[src/shared/mon_port_pkg.sv]
// constants, limits and state encodings for the serial monitor port
package mon_port_pkg;

  // clock and serial link
  localparam int unsigned CLK_HZ     = 50_000_000;
  localparam int unsigned BAUD_HZ    = 9600;
  localparam int unsigned BIT_CYCLES = CLK_HZ / BAUD_HZ;
  localparam int unsigned DATA_BITS  = 8;
  localparam int unsigned STOP_BITS  = 1;

  // lock warm-up and reference output
  localparam longint unsigned LOCK_TIME_S = 70;
  localparam longint unsigned LOCK_CYCLES = LOCK_TIME_S * longint'(CLK_HZ);
  localparam int unsigned     REF_HZ      = 10_000_000;
  localparam logic [2:0]      REF_DIV     = 3'(CLK_HZ / REF_HZ);
  localparam logic [2:0]      REF_HIGH    = 3'h2;

  // characters
  localparam logic [7:0] CH_CR = 8'h0D;
  localparam logic [7:0] CH_LF = 8'h0A;
  localparam logic [7:0] CH_SP = 8'h20;
  localparam logic [7:0] CH_QM = 8'h3F;

  // command keyword, upper case, eight characters
  localparam int unsigned LINE_CHARS  = 8;
  localparam logic [63:0] KW_TELEMETRY = 64'h4D4F_4E49_544F_5231;

  // error codes
  localparam logic [7:0] ERR_UNKNOWN  = 8'h01;
  localparam logic [7:0] ERR_OVERFLOW = 8'h02;

  // telemetry layout
  localparam int unsigned FIELDS      = 15;
  localparam logic [3:0]  FIELD_LAST  = 4'hE;
  localparam logic [3:0]  FIELD_STAT  = 4'hE;
  localparam int unsigned STAT_LOCK_BIT = 14;
  localparam logic [15:0] STAT_UNUSED = 16'h2024;
  localparam logic [15:0] FIELD_MAX [FIELDS] = '{
    16'h0B86, 16'h0E49, 16'h1130, 16'h12C0, 16'h12C0,
    16'h0FFF, 16'h0FFF, 16'h0FFF, 16'h0FFF, 16'h0FFF,
    16'h0FFF, 16'h0FFF, 16'h0FFF, 16'h0FFF, 16'hFFFF};

  // reply generator states
  typedef enum logic [8:0] {
    G_IDLE  = 9'h001,
    G_FETCH = 9'h002,
    G_LOAD  = 9'h004,
    G_HEX   = 9'h008,
    G_QM    = 9'h010,
    G_EH    = 9'h020,
    G_EL    = 9'h040,
    G_CR    = 9'h080,
    G_LF    = 9'h100
  } gen_state_t;

endpackage

[src/rtl/param_store.sv]
// working parameter store with registered read data
`timescale 1ns/1ns
module param_store #(
  parameter int unsigned WIDTH = 16,
  parameter int unsigned DEPTH = 16,
  parameter int unsigned AW    = 4
) (
  // clock and reset
  input  wire logic             clk,
  input  wire logic             rst_n,
  // write port
  input  wire logic             we,
  input  wire logic [AW-1:0]    waddr,
  input  wire logic [WIDTH-1:0] wdata,
  // read port
  input  wire logic [AW-1:0]    raddr,
  output logic      [WIDTH-1:0] rdata
);

  if (DEPTH > (1 << AW) || DEPTH < 2) begin : g_chk
    $error("param_store depth does not fit the address width");
  end

  typedef struct packed {
    logic [WIDTH-1:0] rd;
  } st_t;

  st_t              s_r;
  st_t              s_nxt;
  logic [WIDTH-1:0] mem [DEPTH];

  always_comb begin
    s_nxt    = s_r;
    s_nxt.rd = mem[raddr];
  end

  always_ff @(posedge clk or negedge rst_n) begin
    if (!rst_n) begin
      s_r <= '0;
    end else begin
      s_r <= s_nxt;
    end
  end

  always_ff @(posedge clk) begin
    if (we) begin
      mem[waddr] <= wdata;
    end
  end

  assign rdata = s_r.rd;

endmodule

[src/rtl/monitor_port.sv]
// serial command and telemetry port with lock indicator and reference output
// How it works
// - UART 9600 baud, 8 data, no parity, one stop
// - carriage return triggers parsing of the line
// - drop line feeds and spaces, fold case
// - replies end with carriage return then line feed
// - errors send question mark, two hex digits
// - dump sends fifteen four-digit fields then CRLF
// - every field character is an ASCII hex digit
// - fields clamped to their full-scale range
// - first field never above 0x0B86
// - second field never above 0x0E49
// - third field never above 0x1130
// - fourth field inverted coil code, max 4800
// - fifth field bias, max 0x12C0
// - seventy second light-source lock phase after reset
// - 10 MHz output runs from reset on
// - lock reached once warm-up ends and loop locks
// - lock output falls low when locked
// - parameters kept in store, readable by dump
// - status bit 14 shows lock state
// - commands ignored during parameter update
`timescale 1ns/1ns
module monitor_port #(
  parameter int unsigned     BIT_CYCLES  = mon_port_pkg::BIT_CYCLES,
  parameter longint unsigned LOCK_CYCLES = mon_port_pkg::LOCK_CYCLES
) (
  // clock and reset
  input  wire logic        MCLK,
  input  wire logic        RSTN,
  // serial link
  input  wire logic        RXD,
  output logic             TXD,
  // lock and reference
  input  wire logic        LOOP_LOCKED,
  output logic             LOCK_N,
  output logic             CLK10_OUT,
  // parameter update from the servo side
  input  wire logic        UPDATE_BUSY,
  input  wire logic        PARAM_WE,
  input  wire logic [3:0]  PARAM_ADDR,
  input  wire logic [15:0] PARAM_WDATA,
  input  wire logic [15:0] STATUS_IN
);

  if (BIT_CYCLES < 16 || BIT_CYCLES > 65535) begin : g_chk_baud
    $error("BIT_CYCLES out of range");
  end
  if (LOCK_CYCLES < 1 || LOCK_CYCLES > 64'hFFFF_FFFF) begin : g_chk_lock
    $error("LOCK_CYCLES out of range");
  end

  localparam logic [15:0] BIT_LAST = 16'(BIT_CYCLES - 1);
  localparam logic [15:0] BIT_HALF = 16'(BIT_CYCLES / 2);
  localparam logic [31:0] LOCK_END = 32'(LOCK_CYCLES);
  localparam logic [3:0]  RX_STOP  = 4'(mon_port_pkg::DATA_BITS + 1);
  localparam logic [3:0]  TX_LAST  = 4'(mon_port_pkg::DATA_BITS + mon_port_pkg::STOP_BITS);

  function automatic logic [7:0] hex_char(input logic [3:0] n);
    hex_char = (n < 4'hA) ? (8'h30 + {4'h0, n}) : (8'h37 + {4'h0, n});
  endfunction

  function automatic logic [7:0] upcase(input logic [7:0] c);
    upcase = (c >= 8'h61 && c <= 8'h7A) ? (c - 8'h20) : c;
  endfunction

  function automatic logic [15:0] field_value(input logic [3:0]  idx,
                                              input logic [15:0] raw,
                                              input logic [15:0] stat,
                                              input logic        lk);
    logic [15:0] v;
    v = raw;
    if (idx == mon_port_pkg::FIELD_STAT) begin
      v = stat & ~mon_port_pkg::STAT_UNUSED;
      v[mon_port_pkg::STAT_LOCK_BIT] = lk;
    end else if (raw > mon_port_pkg::FIELD_MAX[idx]) begin
      v = mon_port_pkg::FIELD_MAX[idx];
    end
    field_value = v;
  endfunction

  typedef struct packed {
    logic                     rx_busy;
    logic [15:0]              rx_cnt;
    logic [3:0]               rx_bit;
    logic [7:0]               rx_sh;
    logic                     tx_busy;
    logic [15:0]              tx_cnt;
    logic [3:0]               tx_bit;
    logic [9:0]               tx_sh;
    logic [1:0]               b_cnt;
    logic [7:0]               b0;
    logic [7:0]               b1;
    logic [63:0]              line;
    logic [3:0]               len;
    logic                     ovf;
    mon_port_pkg::gen_state_t gs;
    logic [3:0]               fld;
    logic [1:0]               nib;
    logic [15:0]              word;
    logic [7:0]               err;
    logic [31:0]              lock_cnt;
    logic                     locked;
    logic [2:0]               div;
    logic                     clk10;
  } st_t;

  st_t         s_r;
  st_t         s_nxt;
  logic [1:0]  rst_sync_r;
  logic        rst_n;
  logic [15:0] rd_data;
  logic        push_v;
  logic [7:0]  push_d;
  logic        push_ok;
  logic        pop;
  logic        rx_done;
  logic [7:0]  rx_ch;

  always_ff @(posedge MCLK or negedge RSTN) begin
    if (!RSTN) begin
      rst_sync_r <= 2'h0;
    end else begin
      rst_sync_r <= {rst_sync_r[0], 1'b1};
    end
  end
  assign rst_n = rst_sync_r[1];

  param_store #(.WIDTH(16), .DEPTH(16), .AW(4)) u_store (
    .clk   (MCLK),
    .rst_n (rst_n),
    .we    (PARAM_WE),
    .waddr (PARAM_ADDR),
    .wdata (PARAM_WDATA),
    .raddr (s_r.fld),
    .rdata (rd_data)
  );

  always_comb begin
    s_nxt   = s_r;
    rx_done = 1'b0;
    rx_ch   = upcase(s_r.rx_sh);
    push_v  = 1'b0;
    push_d  = mon_port_pkg::CH_CR;

    // receiver, start bit checked at mid-bit
    if (!s_r.rx_busy) begin
      if (!RXD) begin
        s_nxt.rx_busy = 1'b1;
        s_nxt.rx_cnt  = BIT_HALF;
        s_nxt.rx_bit  = 4'h0;
      end
    end else if (s_r.rx_cnt != 16'h0000) begin
      s_nxt.rx_cnt = s_r.rx_cnt - 16'h0001;
    end else begin
      s_nxt.rx_cnt = BIT_LAST;
      if (s_r.rx_bit == 4'h0) begin
        if (RXD) begin
          s_nxt.rx_busy = 1'b0;
        end else begin
          s_nxt.rx_bit = 4'h1;
        end
      end else if (s_r.rx_bit < RX_STOP) begin
        s_nxt.rx_sh  = {RXD, s_r.rx_sh[7:1]};
        s_nxt.rx_bit = s_r.rx_bit + 4'h1;
      end else begin
        s_nxt.rx_busy = 1'b0;
        rx_done       = RXD;
      end
    end

    // line assembly and command decode
    if (rx_done) begin
      if (rx_ch == mon_port_pkg::CH_CR) begin
        if (s_r.gs == mon_port_pkg::G_IDLE && !UPDATE_BUSY) begin
          if (s_r.ovf) begin
            s_nxt.err = mon_port_pkg::ERR_OVERFLOW;
            s_nxt.gs  = mon_port_pkg::G_QM;
          end else if (s_r.len == 4'(mon_port_pkg::LINE_CHARS) &&
                       s_r.line == mon_port_pkg::KW_TELEMETRY) begin
            s_nxt.fld = 4'h0;
            s_nxt.gs  = mon_port_pkg::G_FETCH;
          end else if (s_r.len != 4'h0) begin
            s_nxt.err = mon_port_pkg::ERR_UNKNOWN;
            s_nxt.gs  = mon_port_pkg::G_QM;
          end
        end
        s_nxt.line = 64'h0;
        s_nxt.len  = 4'h0;
        s_nxt.ovf  = 1'b0;
      end else if (rx_ch == mon_port_pkg::CH_LF || rx_ch == mon_port_pkg::CH_SP) begin
        s_nxt.len = s_r.len;
      end else if (s_r.len == 4'(mon_port_pkg::LINE_CHARS)) begin
        s_nxt.ovf = 1'b1;
      end else begin
        s_nxt.line = {s_r.line[55:0], rx_ch};
        s_nxt.len  = s_r.len + 4'h1;
      end
    end

    // reply generator
    case (s_r.gs)
      mon_port_pkg::G_IDLE: begin
        push_v = 1'b0;
      end
      mon_port_pkg::G_FETCH: begin
        s_nxt.gs = mon_port_pkg::G_LOAD;
      end
      mon_port_pkg::G_LOAD: begin
        s_nxt.word = field_value(s_r.fld, rd_data, STATUS_IN, s_r.locked);
        s_nxt.nib  = 2'h3;
        s_nxt.gs   = mon_port_pkg::G_HEX;
      end
      mon_port_pkg::G_HEX: begin
        push_v = 1'b1;
        push_d = hex_char(s_r.word[15:12]);
      end
      mon_port_pkg::G_QM: begin
        push_v = 1'b1;
        push_d = mon_port_pkg::CH_QM;
      end
      mon_port_pkg::G_EH: begin
        push_v = 1'b1;
        push_d = hex_char(s_r.err[7:4]);
      end
      mon_port_pkg::G_EL: begin
        push_v = 1'b1;
        push_d = hex_char(s_r.err[3:0]);
      end
      mon_port_pkg::G_CR: begin
        push_v = 1'b1;
        push_d = mon_port_pkg::CH_CR;
      end
      mon_port_pkg::G_LF: begin
        push_v = 1'b1;
        push_d = mon_port_pkg::CH_LF;
      end
      default: begin
        s_nxt.gs = mon_port_pkg::G_IDLE;
      end
    endcase

    push_ok = push_v && (s_r.b_cnt != 2'h2);
    if (push_ok) begin
      case (s_r.gs)
        mon_port_pkg::G_HEX: begin
          s_nxt.word = {s_r.word[11:0], 4'h0};
          s_nxt.nib  = s_r.nib - 2'h1;
          if (s_r.nib == 2'h0) begin
            if (s_r.fld == mon_port_pkg::FIELD_LAST) begin
              s_nxt.gs = mon_port_pkg::G_CR;
            end else begin
              s_nxt.fld = s_r.fld + 4'h1;
              s_nxt.gs  = mon_port_pkg::G_FETCH;
            end
          end
        end
        mon_port_pkg::G_QM: begin
          s_nxt.gs = mon_port_pkg::G_EH;
        end
        mon_port_pkg::G_EH: begin
          s_nxt.gs = mon_port_pkg::G_EL;
        end
        mon_port_pkg::G_EL: begin
          s_nxt.gs = mon_port_pkg::G_CR;
        end
        mon_port_pkg::G_CR: begin
          s_nxt.gs = mon_port_pkg::G_LF;
        end
        default: begin
          s_nxt.gs = mon_port_pkg::G_IDLE;
        end
      endcase
    end

    // two-entry buffer between generator and transmitter
    pop = !s_r.tx_busy && (s_r.b_cnt != 2'h0);
    if (push_ok && pop) begin
      if (s_r.b_cnt == 2'h1) begin
        s_nxt.b0 = push_d;
      end else begin
        s_nxt.b0 = s_r.b1;
        s_nxt.b1 = push_d;
      end
    end else if (push_ok) begin
      if (s_r.b_cnt == 2'h0) begin
        s_nxt.b0 = push_d;
      end else begin
        s_nxt.b1 = push_d;
      end
      s_nxt.b_cnt = s_r.b_cnt + 2'h1;
    end else if (pop) begin
      s_nxt.b0    = s_r.b1;
      s_nxt.b_cnt = s_r.b_cnt - 2'h1;
    end

    // transmitter, start bit, eight data lsb first, stop bit
    if (pop) begin
      s_nxt.tx_busy = 1'b1;
      s_nxt.tx_sh   = {1'b1, s_r.b0, 1'b0};
      s_nxt.tx_cnt  = BIT_LAST;
      s_nxt.tx_bit  = 4'h0;
    end else if (s_r.tx_busy) begin
      if (s_r.tx_cnt != 16'h0000) begin
        s_nxt.tx_cnt = s_r.tx_cnt - 16'h0001;
      end else begin
        s_nxt.tx_cnt = BIT_LAST;
        s_nxt.tx_sh  = {1'b1, s_r.tx_sh[9:1]};
        s_nxt.tx_bit = s_r.tx_bit + 4'h1;
        if (s_r.tx_bit == TX_LAST) begin
          s_nxt.tx_busy = 1'b0;
        end
      end
    end

    // warm-up timer and lock indicator
    if (s_r.lock_cnt != LOCK_END) begin
      s_nxt.lock_cnt = s_r.lock_cnt + 32'h0000_0001;
    end
    s_nxt.locked = (s_r.lock_cnt == LOCK_END) && LOOP_LOCKED;

    // reference output divider
    s_nxt.div   = (s_r.div == mon_port_pkg::REF_DIV - 3'h1) ? 3'h0 : s_r.div + 3'h1;
    s_nxt.clk10 = (s_nxt.div < mon_port_pkg::REF_HIGH);
  end

  always_ff @(posedge MCLK or negedge rst_n) begin
    if (!rst_n) begin
      s_r       <= '0;
      s_r.tx_sh <= 10'h3FF;
      s_r.gs    <= mon_port_pkg::G_IDLE;
      s_r.div   <= mon_port_pkg::REF_DIV - 3'h1;
    end else begin
      s_r <= s_nxt;
    end
  end

  assign TXD       = s_r.tx_sh[0];
  assign LOCK_N    = ~s_r.locked;
  assign CLK10_OUT = s_r.clk10;

endmodule

[config.mk]
export PLATFORM = sky130hd
export DESIGN_NAME = monitor_port
export DESIGN_NICKNAME = d
export VERILOG_FILES = /design/src/shared/mon_port_pkg.sv /design/src/rtl/param_store.sv /design/src/rtl/monitor_port.sv
export SDC_FILE = /design/constraint.sdc
export NUM_CORES = 1
export LEC_CHECK = 0
export ABC_AREA = 1
export BUFFER_PORTS_ARGS = -buffer_cell sky130_fd_sc_hd__buf_2
export CAP_MARGIN = 25
export CORE_ASPECT_RATIO = 1.1
export CORE_MARGIN = 2
export CORE_UTILIZATION = 43
export CTS_CLUSTER_DIAMETER = 150
export DETAILED_ROUTE_END_ITERATION = 6
export GPL_TIMING_DRIVEN = 0
export PLACE_DENSITY_LB_ADDON = 0.15
export SETUP_SLACK_MARGIN = 0.3
export SYNTH_ARGS = -nofsm -noshare
export SYNTH_HDL_FRONTEND = slang
export SYNTH_HIERARCHICAL = 1
export SYNTH_SLANG_ARGS = --single-unit
[constraint.sdc]
create_clock -name MCLK -period 7.1 [get_ports MCLK]
set_input_delay 1.42 -clock MCLK [delete_from_list [all_inputs] [get_ports MCLK]]
set_output_delay 1.42 -clock MCLK [all_outputs]
set_load 0.03 [all_outputs]
# Yosys cells after proc, flatten, opt, wreduce, memory -nomap -nowiden
# Memories as Yosys holds them, arrays and structs flattened. A register that Yosys moved wholly into a read port is not among the register bits.
# Index checks and enable logic that the tools add are counted.
# word_totals
input_bits,42
ramBits,256
output_inout_bits,3
reg_bits,225
romBits,256
elab_cells,193
mem_count,2
# op_classes
add_sub_neg,18
n_reduce_logical,35
bitwise,5
n_mux,68
eq_ne,32
n_lt_le_gt_ge,9
# mem_list
memory,words,width,read_ports,rd_clocked_by_memory_dff,write_ports,line_no,rtl
(name not given),16,16,1,0,0,monitor_port.sv:77,v = mon_port_pkg::FIELD_MAX[idx];
u_store.mem,16,16,1,1,1,param_store.sv:30,logic [WIDTH-1:0] mem [DEPTH];
# ops
op,count
16-bit two-way mux,7
31-bit two-way mux,3
8-bit two-way mux,11
69-bit two-way mux,1
68-bit two-way mux,1
"64-bit by 63-bit == test with 1-bit output, second input constant",1
64-bit two-way mux,1
13-bit two-way mux,4
9-bit one-hot mux with 5 select lines,1
"6-bit by 4-bit adder with 7-bit output, first input constant",6
21-bit two-way mux,2
7-bit one-hot mux with 5 select lines,1
"32-bit by 1-bit adder with 32-bit output, second input constant",1
"32-bit == test, second input constant",1
"32-bit != test, second input constant",1
16-bit nonzero test,2
"16-bit by 1-bit subtractor with 16-bit output, second input constant",2
9-bit two-way mux,3
9-bit one-hot mux with 3 select lines,1
12-bit two-way mux,2
4-bit two-way mux,6
22-bit two-way mux,1
7-bit two-way mux,3
10-bit two-way mux,2
other kinds (49),103

# Longest topological paths before layout
# logic_depth
word_depth,11
mapped_depth,19
mapped_depth_nobuf,18

# By module
# The synthesis kept the hierarchy.
# by_module_without_submodules
module,seq_area_each_um2,instances,area_per_inst_um2,cells_per_inst
monitor_port,5445.2,1,12569.6,1701
param_store,8087.8,1,11468.5,1074

# Least setup slack after synthesis
# Ideal clock, no wire load.
# synth_path
path_type,register -> register
startpoint,register s_r[63] (netlist bit)
endpoint,register s_r[55] (netlist bit)
path_stages_with_launch,19
slack_ns,4.287
path_buffers,1
synth_period_minus_slack_ns,2.813
t_arrival_ns,2.689
setup_ns,0.124
t_required_ns,6.976
cell_sequence,dfrtp_1 > inv_1 > ha_1 > or2_2 > o211ai_1 > inv_1 > ha_1 > a21oi_1 > o21ai_0 > nand2_1 > nand2_1 > nand2_1 > nand2_1 > nand2_1 > buf_2 > nand2_1 > nand3_1 > nand2_1 > nand3_1
# synth_lines
item,line_no,rtl
"start, declared",monitor_port.sv:108,st_t s_r;
"start signal, assigned",monitor_port.sv:334,s_r <= s_nxt;

# Worst setup path in the final report
# layout_path
startpoint,register s_r[69] (netlist bit)
endpoint,register s_r[151] (netlist bit)
# layout_between
elab_chain_len,7
elab_cells_between_ends,19
classes_between,eq/ne (8); mux (6); reduce/logical (5)
# layout_lines
item,line_no,rtl
9-bit by 8-bit == test with 1-bit output (tied with other cells),monitor_port.sv:202,case (s_r.gs)
6-bit OR reduction (no line),--,
1-bit two-way mux,monitor_port.sv:202,
1-bit logical AND,monitor_port.sv:243,push_ok = push_v && (s_r.b_cnt != 2'h2);
1-bit logical AND,monitor_port.sv:278,if (push_ok && pop) begin
2-bit != test (no line) or 2-bit nonzero test (tied branches),--,
3-bit AND reduction (no line),--,
# Several ways; a longest one is shown, not always the timed one. The select of a mux whose other input is x is not followed.
# A chain may end at the register's enable or synchronous reset.

==> metrics <==
WP data required=7570 ps; most frequent CP cell=nand2_1; FF-to-FF setup slack=3530 ps; post-synthesis adder-cell area fraction=0.02082; Sink Count=489; initial antenna violation count=0; routed vias=18,370; element type at the critical path end=flop; reg2reg start=s_r[69]; Synth area leaders=edfxtp_1 (32%), dfrtp_1 (23%), nand2_1 (12%), inv_1 (7.0%), nand3_1 (5.9%); total congestion overflow=0; Synth Area in XOR/XNOR=0.02004; # fillers=5,134; overall die width=229.4 um; Seq/Total Area, Yosys=0.5630; largest family of logic cells by synthesized area=simple AND/OR/NAND/NOR gates; syn_nets=2,857; per-cell routed wire length=16.52 um; IO Pins=45; largest net degree at the start of global routing=61; Ys Warns=6; drt first pass iters=5; CP Launch Type=flop; hold crit path type=reg -> async; critical path fanouts, max=10; most frequent cell after synthesis=nand2_1; DRC=0; Die H=252.0 um; post-CTS setup buffers=0; outcome=finished clean; Cells after Synth=2,775; Critical-path top delay cell=a21oi_2; Max Cap Viol=0; Row Count=90; Synth Area in Compound Gates=0.03748; post_cts resized=0; crit path kind=reg -> reg; Synth Area in Simple Gates=0.2622; CTS tree=yes; peak supply drop=0.0001938 V; initial DRC count=1,230; CP Cell Sequence=nor2_1 -> nand2_1 -> inv_1 -> nand4_1 -> nand2_1 -> nor2_2 -> a21oi_2 -> ha_1 -> clkinv_1 -> nor2_1 -> inv_1 -> a21oi_2 -> inv_2 -> nand2_1 -> o21ai_0; final layout net count=2,976; Reg2Reg Depth=15; Post-synth ARST share=0.4765; vias in the first global route=18,450; fin crit period=3575 ps; Post-synth EDFFs=256; CP bufs+invs=4; GR Util All Layers=0.2152; gpl congestion=0.8659; Post-DP HPWL=42,800 um; relative slew slack=0.4002; die area=57,810 um^2; top-area cell type share of the netlist area=0.3198; Largest delay share family, worst path=simple AND/OR/NAND/NOR gates; DRT Wirelength=60,690 um; mux share of post-synthesis cell area=0.0004164; fin util=0.4954; Post-Syn Area=24,040 um^2; reg-to-reg endpoint=s_r[151]; final hold violation count=0; n_diodes=0; area leader, netlist=edfxtp_1; final antenna-violating net count=0; CTS Hold Bufs=0; Primary FF master, synth=edfxtp_1; final slew viol count=0; CORE AREA=55,070 um^2; RSZ-0062 raised after global routing=no; Synth top cells by count=nand2_1 (791), inv_1 (450), nand3_1 (284), edfxtp_1 (256), dfrtp_1 (221); Worst-path clk slew=60 ps; area growth from synthesis to layout=13.48%; Post-DP Area=25,550 um^2; CP max stage delay=440 ps; Vias per Instance=5.001; f_max=279.7 MHz; Final Cell Area=27,280 um^2; CTS Buf Count=56; post-synthesis register bit count=489; syn_area_per_cell=8.662 um^2; Worst EP arrival=4050 ps; Worst-Margin Slew=899.7 ps; Worst Hold Margin=199.4 ps; skew final=20.71 ps; layout cells sized above 1=0.09057; global-route wire length before repair=98,790 um; port bufs=40; final setup fails=0; P_leak=0.01319 uW; Max clock buf depth=3; Yosys cell types=51; Initial Utilization=0.4365; setup_tns=0 ps; P per Cell Area=215.6 nW/um^2; final worst path period share=0.5035; Clock Latency Late Sink=620 ps; clock tree root driver cell=clkbuf_16; H-tree levels=2
state kept, by name, indices dropped and copies added (netlist names):
name / count
u_store/mem: 256
s_r: 213
u_store/rdata: 16
rst_sync_r: 2
CLK10_OUT: 1
TXD: 1
cells by family (layout without fill, tap and decap cells):
logic type	Yosys count	count (layout)
flip-flops	489	489
other	1	1
multiplexers	1	1
adder cells (fa/ha/maj)	40	40
XOR/XNOR	55	55
AO/OA/AOI/OAI	160	160
AND/OR/NAND/NOR	1464	1464
buffers and inverters	565	727
power by group:
| part | switching (uW) | internal [uW] | leakage, uW | total [uW] |
|---|---|---|---|---|
| Clock | 1140 | 1580 | 0.000841 | 2720 |
| Sequential | 10.9 | 3030 | 0.00523 | 3040 |
| Combinational | 89.0 | 30.4 | 0.00712 | 119 |
worst max path at each step:
stage	startpoint	to	slack, ps	depth (start not counted)
6_report	s_r[69]	s_r[151]	3530	15
5_1_grt	s_r[67]	s_r[151]	3100	14
4_1_cts	s_r[63]	s_r[46]	3590	18
3_5_place_dp	s_r[63]	s_r[46]	3610	18
3_3_place_gp	rst_sync_r[1]	s_r[124]	1660	0
2_1_floorplan	rst_sync_r[1]	CLK10_OUT	3280	0
layout make-up:
type | instances | area [um^2] | area share
buffer | 101 | 563.0 | 0.02064
clock buffer | 78 | 1544 | 0.05660
clock inverter | 23 | 175.2 | 0.006422
inverter | 464 | 1742 | 0.06385
multi-input combinational | 1721 | 8240 | 0.3021
sequential | 489 | 13540 | 0.4963
tap | 736 | 920.9 | 0.03376
timing repair buffer | 61 | 555.5 | 0.02037
cell usage in the layout, fill, tap and decap left out, types with 12 or more instances in the layout:
cell type	count
a21oi_1	54
buf_2	85
buf_4	24
buf_8	16
clkbuf_1	39
clkbuf_16	56
clkinv_1	17
dfrtp_1	220
dfstp_2	12
edfxtp_1	256
ha_1	40
inv_1	450
nand2_1	791
nand3_1	284
nand4_1	108
nor2_1	200
nor2_2	20
nor3_1	25
nor4_1	12
o21ai_0	65
o22ai_1	14
xor2_1	46
layer usage:
| layer | vias up | track usage | wire (um) |
|---|---|---|---|
| met2 | 381 | 0.3852 | 30500 |
| met3 | 109 | 0.02498 | 2694 |
| met1 | 8688 | 0.2678 | 25480 |
| li1 | 9191 | - | - |
| met4 | 0 | 0.07755 | 2025 |
| met5 | - | 0 | 0 |
stage by stage:
| step | worst slack, ps | total power, uW | cells |
|---|---|---|---|
| final | 3525 | 5880 | 3673 |
| after CTS | 3594 | 5960 | 3672 |
| after detailed placement | 3610 | 3216 | 3571 |
| after global routing | 3096 | 6086 | 3673 |
| after global placement | 1661 | 3198 | 3551 |
| after floorplan | 3283 | 3140 | 2775 |
No activity file was read; power rests on OpenSTA's default activity.
